[src/include/status_pkg.sv]
// Status reporting package: bit positions, reset values, port structs
package status_pkg;
	localparam int SB_EXT_SUM   = 1;
	localparam int SB_ERR_AVAIL = 2;
	localparam int SB_MSG_AVAIL = 4;
	localparam int SB_EVT_SUM   = 5;
	localparam int SB_MASTER    = 6;
	localparam int SE_OPC       = 0;
	localparam int SE_QUERY_ERR = 2;
	localparam int SE_DEV_ERR   = 3;
	localparam int SE_EXEC_ERR  = 4;
	localparam int SE_CMD_ERR   = 5;
	localparam int SE_POWER_ON  = 7;
	localparam logic [7:0]  SE_USED_MASK   = 8'h00_bd;
	localparam logic [7:0]  SB_USED_MASK   = 8'h00_36;
	localparam logic [15:0] COND_MASK      = 16'h21_1f | 16'h0c_00;
	localparam logic [15:0] EXT_USED_MASK  = 16'h3d_ff;
	localparam logic [7:0]  SE_RESET       = 8'h00_80;
	localparam logic [7:0]  ENA8_RESET     = 8'h00_00;
	localparam logic [15:0] ENA16_RESET    = 16'h00_00;
	localparam logic [15:0] ZERO16         = 16'h00_00;
	localparam int EX_SRC_CHG   = 5;
	localparam int EX_STEP      = 6;
	localparam int EX_PROG      = 7;
	localparam int EX_TRIP      = 12;

	typedef struct packed {
		logic measure_busy;
		logic out_of_range;
		logic storage_busy;
		logic file_build_busy;
		logic trigger_sample_err;
		logic program_prep_busy;
		logic low_limit_active;
		logic high_limit_active;
		logic overtemp_emergency;
	} activity_s;

	typedef struct packed {
		logic source_value_changed;
		logic step_done;
		logic program_done;
		logic output_tripped;
	} ext_pulse_s;

	typedef struct packed {
		logic opc_done;
		logic query_err;
		logic device_err;
		logic exec_err;
		logic cmd_err;
	} std_pulse_s;

	typedef struct packed {
		logic       cls;
		logic       after_terminator;
		logic       read_esr;
		logic       read_ext_event;
		logic       serial_poll_done;
		logic       write_sre;
		logic       write_ese;
		logic       write_ext_ena;
		logic [15:0] wdata;
	} cmd_s;
endpackage : status_pkg

[src/verilog/edge_flag.sv]
// Sticky flag bank: sets on rising condition or pulse, clears on request
`timescale 1ns/1ps
module edge_flag (
	input  wire logic        clk_in,
	input  wire logic        rst_b_in,
	input  wire logic [15:0] cond_in,
	input  wire logic [15:0] cond_mask_in,
	input  wire logic [15:0] pulse_in,
	input  wire logic        clear_in,
	output logic      [15:0] flags_out
);
	import status_pkg::*;
	logic [15:0] prev_q;
	logic [15:0] flags_d;
	wire  [15:0] rise = cond_in & ~prev_q & cond_mask_in;

	// Set wins over a clear in the same cycle
	assign flags_d = ((clear_in ? ZERO16 : flags_out) | rise | pulse_in)
		& EXT_USED_MASK;

	always_ff @(posedge clk_in or negedge rst_b_in) begin
		if (!rst_b_in) begin
			prev_q    <= ZERO16;
			flags_out <= ZERO16;
		end else begin
			prev_q    <= cond_in;
			flags_out <= flags_d;
		end
	end
endmodule : edge_flag

[src/verilog/status_report.sv]
// Status byte, standard and extended event registers with service request
`timescale 1ns/1ps
module status_report (
	input  wire logic                   clk_in,
	input  wire logic                   rst_b_in,
	input  wire status_pkg::activity_s  activity_in,
	input  wire status_pkg::ext_pulse_s ext_pulse_in,
	input  wire status_pkg::std_pulse_s std_pulse_in,
	input  wire status_pkg::cmd_s       cmd_in,
	input  wire logic                   error_queue_nonempty_in,
	input  wire logic                   output_queue_nonempty_in,
	output logic                        output_queue_clear_out,
	output logic                        service_request_out,
	output logic [7:0]                  stb_query_out,
	output logic [7:0]                  serial_poll_out,
	output logic [7:0]                  standard_event_flags_out,
	output logic [15:0]                 extended_condition_state_out,
	output logic [15:0]                 extended_event_flags_out,
	output logic [7:0]                  sre_out,
	output logic [7:0]                  ese_out,
	output logic [15:0]                 ext_ena_out
);
	import status_pkg::*;

	logic [7:0]  std_q;
	logic [7:0]  std_d;
	logic [7:0]  sre_q;
	logic [7:0]  ese_q;
	logic [15:0] ext_ena_q;
	logic [15:0] cond_q;
	logic [15:0] cond_d;
	logic        rqs_q;
	logic        rqs_d;
	logic        mss_prev_q;
	logic        oq_clear_q;
	logic        pon_q;
	logic [15:0] ext_flags;
	logic [15:0] ext_pulse;
	logic [7:0]  std_set;
	logic [7:0]  status_core;
	logic        mss;
	logic        ext_sum;
	logic        evt_sum;
	logic        std_clear;
	logic        ext_clear;
	logic        cond_valid_q;
	logic        cond_armed_q;
	logic [15:0] cond_edge_mask;
	logic        sre_wr;
	logic        ese_wr;
	logic        ext_ena_wr;
	logic        oq_clear_d;

	// Register strobes decoded from the command word
	assign sre_wr     = cmd_in.write_sre;
	assign ese_wr     = cmd_in.write_ese;
	assign ext_ena_wr = cmd_in.write_ext_ena;
	assign std_clear  = cmd_in.read_esr | cmd_in.cls;
	assign ext_clear  = cmd_in.read_ext_event | cmd_in.cls;
	assign oq_clear_d = cmd_in.cls & cmd_in.after_terminator;

	// Edge detection waits until the condition word and its delayed copy
	// both hold real samples, so idle-high bits do not look like rises
	assign cond_edge_mask = cond_armed_q ? COND_MASK : ZERO16;

	// Condition word: idle-high activity bits are inverted busy or trigger-sample-error inputs
	always_comb begin
		cond_d                = ZERO16;
		cond_d[0]             = ~activity_in.measure_busy;
		cond_d[1]             = activity_in.out_of_range;
		cond_d[2]             = ~activity_in.storage_busy;
		cond_d[3]             = ~activity_in.file_build_busy;
		cond_d[4]             = ~activity_in.trigger_sample_err;
		cond_d[8]             = ~activity_in.program_prep_busy;
		cond_d[10]            = activity_in.low_limit_active;
		cond_d[11]            = activity_in.high_limit_active;
		cond_d[13]            = activity_in.overtemp_emergency;
	end

	always_comb begin
		ext_pulse             = ZERO16;
		ext_pulse[EX_SRC_CHG] = ext_pulse_in.source_value_changed;
		ext_pulse[EX_STEP]    = ext_pulse_in.step_done;
		ext_pulse[EX_PROG]    = ext_pulse_in.program_done;
		ext_pulse[EX_TRIP]    = ext_pulse_in.output_tripped;
	end

	always_comb begin
		std_set               = ENA8_RESET;
		std_set[SE_OPC]       = std_pulse_in.opc_done;
		std_set[SE_QUERY_ERR] = std_pulse_in.query_err;
		std_set[SE_DEV_ERR]   = std_pulse_in.device_err;
		std_set[SE_EXEC_ERR]  = std_pulse_in.exec_err;
		std_set[SE_CMD_ERR]   = std_pulse_in.cmd_err;
		std_set[SE_POWER_ON]  = pon_q;
	end

	edge_flag u_ext_flags (
		.clk_in       (clk_in),
		.rst_b_in     (rst_b_in),
		.cond_in      (cond_q),
		.cond_mask_in (cond_edge_mask),
		.pulse_in     (ext_pulse),
		.clear_in     (ext_clear),
		.flags_out    (ext_flags)
	);

	// Read and clear-status empty the register; new events still land
	assign std_d = ((std_clear ? ENA8_RESET : std_q)
		| std_set) & SE_USED_MASK;

	assign ext_sum = |(ext_flags & ext_ena_q);
	assign evt_sum = |(std_q & ese_q);

	always_comb begin
		status_core               = ENA8_RESET;
		status_core[SB_EXT_SUM]   = ext_sum;
		status_core[SB_ERR_AVAIL] = error_queue_nonempty_in;
		status_core[SB_MSG_AVAIL] = output_queue_nonempty_in;
		status_core[SB_EVT_SUM]   = evt_sum;
	end

	assign mss = |(status_core & sre_q & SB_USED_MASK);

	// Rise of master summary sets; poll or fall clears; a rise wins
	assign rqs_d = (mss & ~mss_prev_q)
		| (rqs_q & mss & ~cmd_in.serial_poll_done);

	assign stb_query_out   = status_core | ({7'h0_0, mss} << SB_MASTER);
	assign serial_poll_out = status_core
		| ({7'h0_0, rqs_q} << SB_MASTER);
	assign service_request_out = rqs_q;
	assign output_queue_clear_out = oq_clear_q;
	assign standard_event_flags_out = std_q;
	assign extended_condition_state_out = cond_q;
	assign extended_event_flags_out = ext_flags;
	assign sre_out = sre_q;
	assign ese_out = ese_q;
	assign ext_ena_out = ext_ena_q;

	// Power-on marker lasts one cycle so bit 7 lands once after restart
	always_ff @(posedge clk_in or negedge rst_b_in) begin
		if (!rst_b_in) begin
			pon_q <= 1'b1;
		end else begin
			pon_q <= 1'b0;
		end
	end

	always_ff @(posedge clk_in or negedge rst_b_in) begin
		if (!rst_b_in) begin
			std_q <= ENA8_RESET;
		end else begin
			std_q <= std_d;
		end
	end

	always_ff @(posedge clk_in or negedge rst_b_in) begin
		if (!rst_b_in) begin
			sre_q <= ENA8_RESET;
		end else if (sre_wr) begin
			sre_q <= cmd_in.wdata[7:0] & SB_USED_MASK;
		end
	end

	always_ff @(posedge clk_in or negedge rst_b_in) begin
		if (!rst_b_in) begin
			ese_q <= ENA8_RESET;
		end else if (ese_wr) begin
			ese_q <= cmd_in.wdata[7:0];
		end
	end

	always_ff @(posedge clk_in or negedge rst_b_in) begin
		if (!rst_b_in) begin
			ext_ena_q <= ENA16_RESET;
		end else if (ext_ena_wr) begin
			ext_ena_q <= cmd_in.wdata;
		end
	end

	always_ff @(posedge clk_in or negedge rst_b_in) begin
		if (!rst_b_in) begin
			cond_q <= ZERO16;
		end else begin
			cond_q <= cond_d;
		end
	end

	// Two-stage arming: first edge fills the condition word, second its copy
	always_ff @(posedge clk_in or negedge rst_b_in) begin
		if (!rst_b_in) begin
			cond_valid_q <= 1'b0;
			cond_armed_q <= 1'b0;
		end else begin
			cond_valid_q <= 1'b1;
			cond_armed_q <= cond_valid_q;
		end
	end

	always_ff @(posedge clk_in or negedge rst_b_in) begin
		if (!rst_b_in) begin
			rqs_q      <= 1'b0;
			mss_prev_q <= 1'b0;
		end else begin
			rqs_q      <= rqs_d;
			mss_prev_q <= mss;
		end
	end

	always_ff @(posedge clk_in or negedge rst_b_in) begin
		if (!rst_b_in) begin
			oq_clear_q <= 1'b0;
		end else begin
			oq_clear_q <= oq_clear_d;
		end
	end
endmodule : status_report

[config.mk]
export PLATFORM = sky130hd
export DESIGN_NAME = status_report
export DESIGN_NICKNAME = d
export VERILOG_FILES = /design/src/include/status_pkg.sv /design/src/verilog/edge_flag.sv /design/src/verilog/status_report.sv
export SDC_FILE = /design/constraint.sdc
export NUM_CORES = 1
export LEC_CHECK = 0
export BUFFER_PORTS_ARGS = -buffer_cell sky130_fd_sc_hd__buf_4
export CAP_MARGIN = 20
export CORE_MARGIN = 4
export CORE_UTILIZATION = 45
export DETAILED_ROUTE_END_ITERATION = 8
export GPL_ROUTABILITY_DRIVEN = 0
export GPL_TIMING_DRIVEN = 0
export PLACE_DENSITY = 0.79
export SETUP_SLACK_MARGIN = 0.5
export SLEW_MARGIN = 0
export SYNTH_ARGS = -nofsm -noshare
export SYNTH_HDL_FRONTEND = slang
export SYNTH_SLANG_ARGS = --single-unit
[constraint.sdc]
create_clock -name clk_in -period 1.8 [get_ports clk_in]
set_clock_uncertainty 0.05 [all_clocks]
set_input_delay 0.18 -clock clk_in [delete_from_list [all_inputs] [get_ports clk_in]]
set_output_delay 0.18 -clock clk_in [all_outputs]
set_load 0.01 [all_outputs]
==> run summary, run 1 <==
Antenna diodes = 0
syn avg cell area = 14.1 um2
die height = 85.8 um
clock sink count = 71
crit path to = stb_query_out[6]
WL/cell = 15.3 um
fraction of layout instances using a drive strength above 1 = 54.8%
vias in the first global route = 2140
# DRC = 0
number of enable flip-flop cells after synthesis = 0
status = complete, but fails checks
Skew-Pair Late Insertion Delay = 330 ps
r2r endpoint = mss_prev_q
RSZ-0062 raised after global routing = true
htree depth = 3
Synth Flop Type = dfrtp_1
FF-to-FF Start = ext_ena_out[2]
hold path start = cmd_in[8]
Yosys top cell area share = 64.3%
Leakage Power = 0.00220 uW
yosys warns = 0
fin crit period = 2200 ps
failing checks = negative setup slack
IO buf count = 111
Longest Clk Path Bufs = 2
core area = 5890 um2
via count = 2080
synthesized area = 2720 um2
Starting Density = 46.3%
WS Path Type = flip-flop to output port
CP startpoint = ext_ena_out[2]
Distinct cells, synth = 21
site row count = 28
commonest non-fill, non-tap cell in the layout = buf_4
Total Die Area = 7360 um2
CP endpoint kind = output port
commonest cells after routing, fill and taps aside = buf_4, dfrtp_1, mux2_2
ys async rst share = 100%
Antenna Violating Nets Remaining = 0
gr ovfl total = 0
DR vias/cell = 4.65
Slew Limit Headroom = 42.8%
fin crit share = 122%
Critical Path RT = 1570 ps
DRT iter0 DRCs = 66
placed cell area = 3740 um2
Worst Path Max Fanout = 3
Worst Max-Slew Pin Slew = 859 ps
final wirelength = 6840 um
sequential area share after synthesis = 65.3%
Fillers = 410
nature of the critical path startpoint = flip-flop
area delta synth->final = 56.6%
fin area = 4270 um2
Synth area leaders = dfrtp_1, mux2_2, buf_4, a32o_1, a21o_1
number of buffers created by CTS = 9
Clock transition at path regs = 70 ps
Worst Reg-to-Reg Cells = 5
VDD IR max = 0.660 mV
FMAX = 455 MHz
cell accounting for the most synthesized area = dfrtp_1
Reg2Reg Setup Slack = 110 ps
largest net degree at the start of global routing = 72
CTS tree = done
initial antenna violation count = 0
Slew Viols, Final = 0
Yosys reg bits = 71
CP arrival = 1970 ps
Pwr Total = 3770 uW
Root Buffer = clkbuf_8
placed cells = 401
die width = 85.8 um
Detailed Routing Iterations Pass 1 = 4
Setup Total Neg Slack = -1170 ps
Finish-stage setup viols = 3
pwr/cell area = 883 nW/um2
Finished Layout Cells = 447
Mapped Cells = 193
Max Cap Viol = 0
first-pass GRT wire length = 10900 um
Final Hold Fails = 0
Ports = 136
# nets final = 413
HP Class = primary input to flip-flop
Post-DP HPWL = 4900 um
final worst setup slack = -395 ps
Core Util, Final = 72.5%
global-route usage over all layers = 19.4%
## worst max-delay path, stage by stage (launching register included)
cell and delay (ps):
dfrtp_1 400, a222oi_1 410, nand3_1 200, o31ai_2 250
nand2_1 120, buf_6 150, buf_6 110
## cell families (layout without fill, tap and decap cells)
logic type / count (synthesis) / count (layout) / synth area share (%)
flops: 71 / 71 / 65.3
buf+inv: 50 / 207 / 11.4
compound gates: 31 / 31 / 9.60
mux: 28 / 28 / 11.6
simple gates: 11 / 11 / 1.88
other cells: 2 / 24 / 0.276
## stage by stage
stage	setup WS (ps)	hold slack, ps
finish	-395	29.1
global route	-603	12.9
CTS	-466	9.86
detailed placement	-103	241
global placement	-89.0	240
floorplan	231	-166
## synth_stat cells, types with 2 or more instances
cell and number:
dfrtp_1 70, buf_4 32, mux2_2 28, inv_1 13, a21o_1 10, a22oi_1 8, a32o_1 8, nand2_1 4
clkbuf_1 3, a222oi_1 2, buf_2 2, conb_1 2, nand3_1 2, nor2_1 2
## how the worst min path moves through the flow
| stage | endpoint | slack, ps | cells past startpoint |
|---|---|---|---|
| after global routing | ext_ena_out[12] | 10 | 2 |
| after detailed placement | extended_condition_state_out[13] | 240 | 1 |
| after CTS | ext_ena_out[12] | 10 | 2 |
| after global placement | extended_condition_state_out[13] | 240 | 1 |
| after floorplan | cond_armed_q | -170 | 0 |
| final | ext_ena_out[8] | 30 | 2 |
## registers in the layout, summed over array words and instances, names as in the netlist
signal	cells
u_ext_flags.prev_q	9
extended_condition_state_out	9
cond_valid_q	1
u_ext_flags.flags_out	13
sre_out	4
pon_q	1
mss_prev_q	1
output_queue_clear_out	1
standard_event_flags_out	6
service_request_out	1
cond_armed_q	1
ext_ena_out	16
ese_out	8
## where the power goes
| part | switching [uW] | total (uW) | internal, uW |
|---|---|---|---|
| Clock | 534 | 1210 | 672 |
| Sequential | 89.9 | 1810 | 1720 |
| Combinational | 307 | 752 | 444 |
## layer usage
layer	vias to the layer above	GRT usage, %	share of wire, %
met3	9	5.67	9.6
met5	-	0	0
met4	0	7.77	0.99
met2	95	34.7	53
li1	958	-	-
met1	1018	21.7	36
## final cells by class
cell class              count  area, um2  area share [%]
well taps                  75       93.8            2.20
clock buffers              12        145            3.40
clock inverters             4       45.0            1.06
flip-flops and latches     71       1780            41.7
multi-input cells          94        743            17.4
repair buffers            141       1130            26.5
inverters                  13       48.8            1.14
plain buffers              37        280            6.57
## repair_timing
item                                    in CTS  in global routing
pin swaps                                    6                  5
hold buffers                                20                  0
gates resized for setup                     15                  0
endpoints found under the hold margin       89                  0
endpoints found under the setup margin       7                  7
setup buffers                                7                  3
Power figures use the tool's default switching activity.
==> run 2: changes to the inputs <==
Settings changed: CORE_UTILIZATION 45 to 49, PLACE_DENSITY 0.79 to 0.85.
Clock period 1.8 ns to 2.8 ns, I/O delays scaled along.
==> run summary, run 2 (same netlist as run 1, synthesis figures left out) <==
status = complete, no violations
first-pass GRT wire length = 10500 um
CTS tree = done
Fillers = 352
pwr/cell area = 613 nW/um2
Core Util, Final = 77.4%
DR vias/cell = 4.82
fraction of layout instances using a drive strength above 1 = 56.1%
number of buffers created by CTS = 9
final wirelength = 7040 um
Ports = 136
die height = 82.6 um
# nets final = 394
Met3 Wirelength = 702 um
fin crit share = 83.1%
Antenna Violating Nets Remaining = 0
vias in the first global route = 2112
r2r endpoint = service_request_out
Setup Total Neg Slack = 0 ps
Worst Path Max Fanout = 2
Leakage Power = 0.00211 uW
Starting Density = 52.0%
clock sink count = 71
combinational share of power = 18.1%
CP endpoint kind = output port
Reg2Reg Setup Slack = 1050 ps
Critical Path RT = 2470 ps
area delta synth->final = 48.8%
most frequent CP cell = buf_6
Final Hold Fails = 0
Slew Limit Headroom = 41.8%
via count = 2038
met2 WL post-DR = 3560 um
global-route usage over all layers = 21.2%
CP startpoint = ext_ena_out[2]
uppermost routed layer = met4
Worst Reg-to-Reg Cells = 6
Finish-stage setup viols = 0
RSZ-0062 raised after global routing = true
Detailed Routing Iterations Pass 1 = 4
initial antenna violation count = 0
VDD IR max = 0.423 mV
Max Cap Viol = 0
max incr delay on CP = 410 ps
slowest CP cell = dfrtp_1
Pwr Total = 2490 uW
CP arrival = 2000 ps
core area = 5240 um2
instance count on the critical path = 6
Finished Layout Cells = 423
clock group share of total power = 35.1%
Slew Viols, Final = 0
gr ovfl total = 0
Pint = 1860 uW
WS Path Type = flip-flop to output port
Antenna diodes = 0
commonest non-fill, non-tap cell in the layout = buf_4
IO buf count = 111
Sw Share = 25.2%
htree depth = 3
Clock transition at path regs = 80 ps
Seq pwr share = 46.8%
final worst setup slack = 474 ps
Root Buffer = clkbuf_8
crit path to = stb_query_out[6]
Longest Clk Path Bufs = 2
commonest cells after routing, fill and taps aside = buf_4, dfrtp_1, mux2_2
Total Die Area = 6820 um2
placed cells = 396
largest net degree at the start of global routing = 72
FMAX = 430 MHz
FF-to-FF Start = ext_ena_out[2]
fin crit period = 2330 ps
DRT iter0 DRCs = 103
nature of the critical path startpoint = flip-flop
Worst Max-Slew Pin Slew = 872 ps
Cell Chain, Critical Path = a222oi_1 > nand3_1 > o31ai_2 > nand2_1 > buf_6 > buf_6
Metal-1 WL = 2680 um
max reg flops = 16
die width = 82.6 um
dpl ws = 779 ps
kind of cell adding the most delay to the critical path = compound AO/OA/AOI/OAI gates
HP Class = primary input to async pin
# DRC = 0
count of buffer and inverter cells on the critical path = 2
site row count = 26
Post-DP HPWL = 5100 um
Skew-Pair Late Insertion Delay = 340 ps
WL/cell = 16.6 um
sw power = 627 uW
==> run 2: layout make-up <==
type	count	area [um2]	share of cell area, %
sequential	71	1780	43.9
timing repair buffer	122	936	23.1
multi-input combinational	94	723	17.8
buffer	37	269	6.64
clock buffer	9	124	3.06
clock inverter	7	87.6	2.16
tap	70	87.6	2.16
inverter	13	48.8	1.20
==> run 2: worst min path at each step <==
stage                        start                               to  slack [ps]  depth (start not counted)
floorplan                 rst_b_in                     cond_armed_q         -70                          0
global placement      cond_valid_q                     cond_armed_q         280                          0
detailed placement    cond_valid_q                     cond_armed_q         280                          0
CTS                 activity_in[6]  extended_condition_state_out[2]           4                          2
global route        activity_in[6]  extended_condition_state_out[2]          20                          2
finish                    rst_b_in                  ext_ena_out[11]         0.3                          1
==> run 2: power by group through the flow <==
stage	sequential, uW	clock, uW	combinational, uW
6_report	1160	873	450
5_1_grt	1170	936	489
4_1_cts	1160	886	439
3_5_place_dp	1180	0	422
3_3_place_gp	1180	0	410
2_1_floorplan	1200	0	159
==> run 2: metal layers <==
metal	vias up	GRT usage, %
met2	103	35.8
met5	-	0
li1	923	-
met1	1003	25.2
met3	9	6.40
met4	0	8.82
==> run 2: through the flow <==
step,area (um2),hold WS [ps]
after floorplan,2810,-65.6
after CTS,4010,4.34
final,4050,0.273
after global placement,3730,281
after detailed placement,3730,285
after global routing,4050,19.9
==> run 2: what timing repair did <==
action / in CTS / in global routing
hold buffers: 4 / 1
pin swaps: 5 / 4
resized for setup: 2 / 3
buffers inserted: 3 / 3
hold endpoints to repair: 4 / 1
setup endpoints to repair: 3 / 3
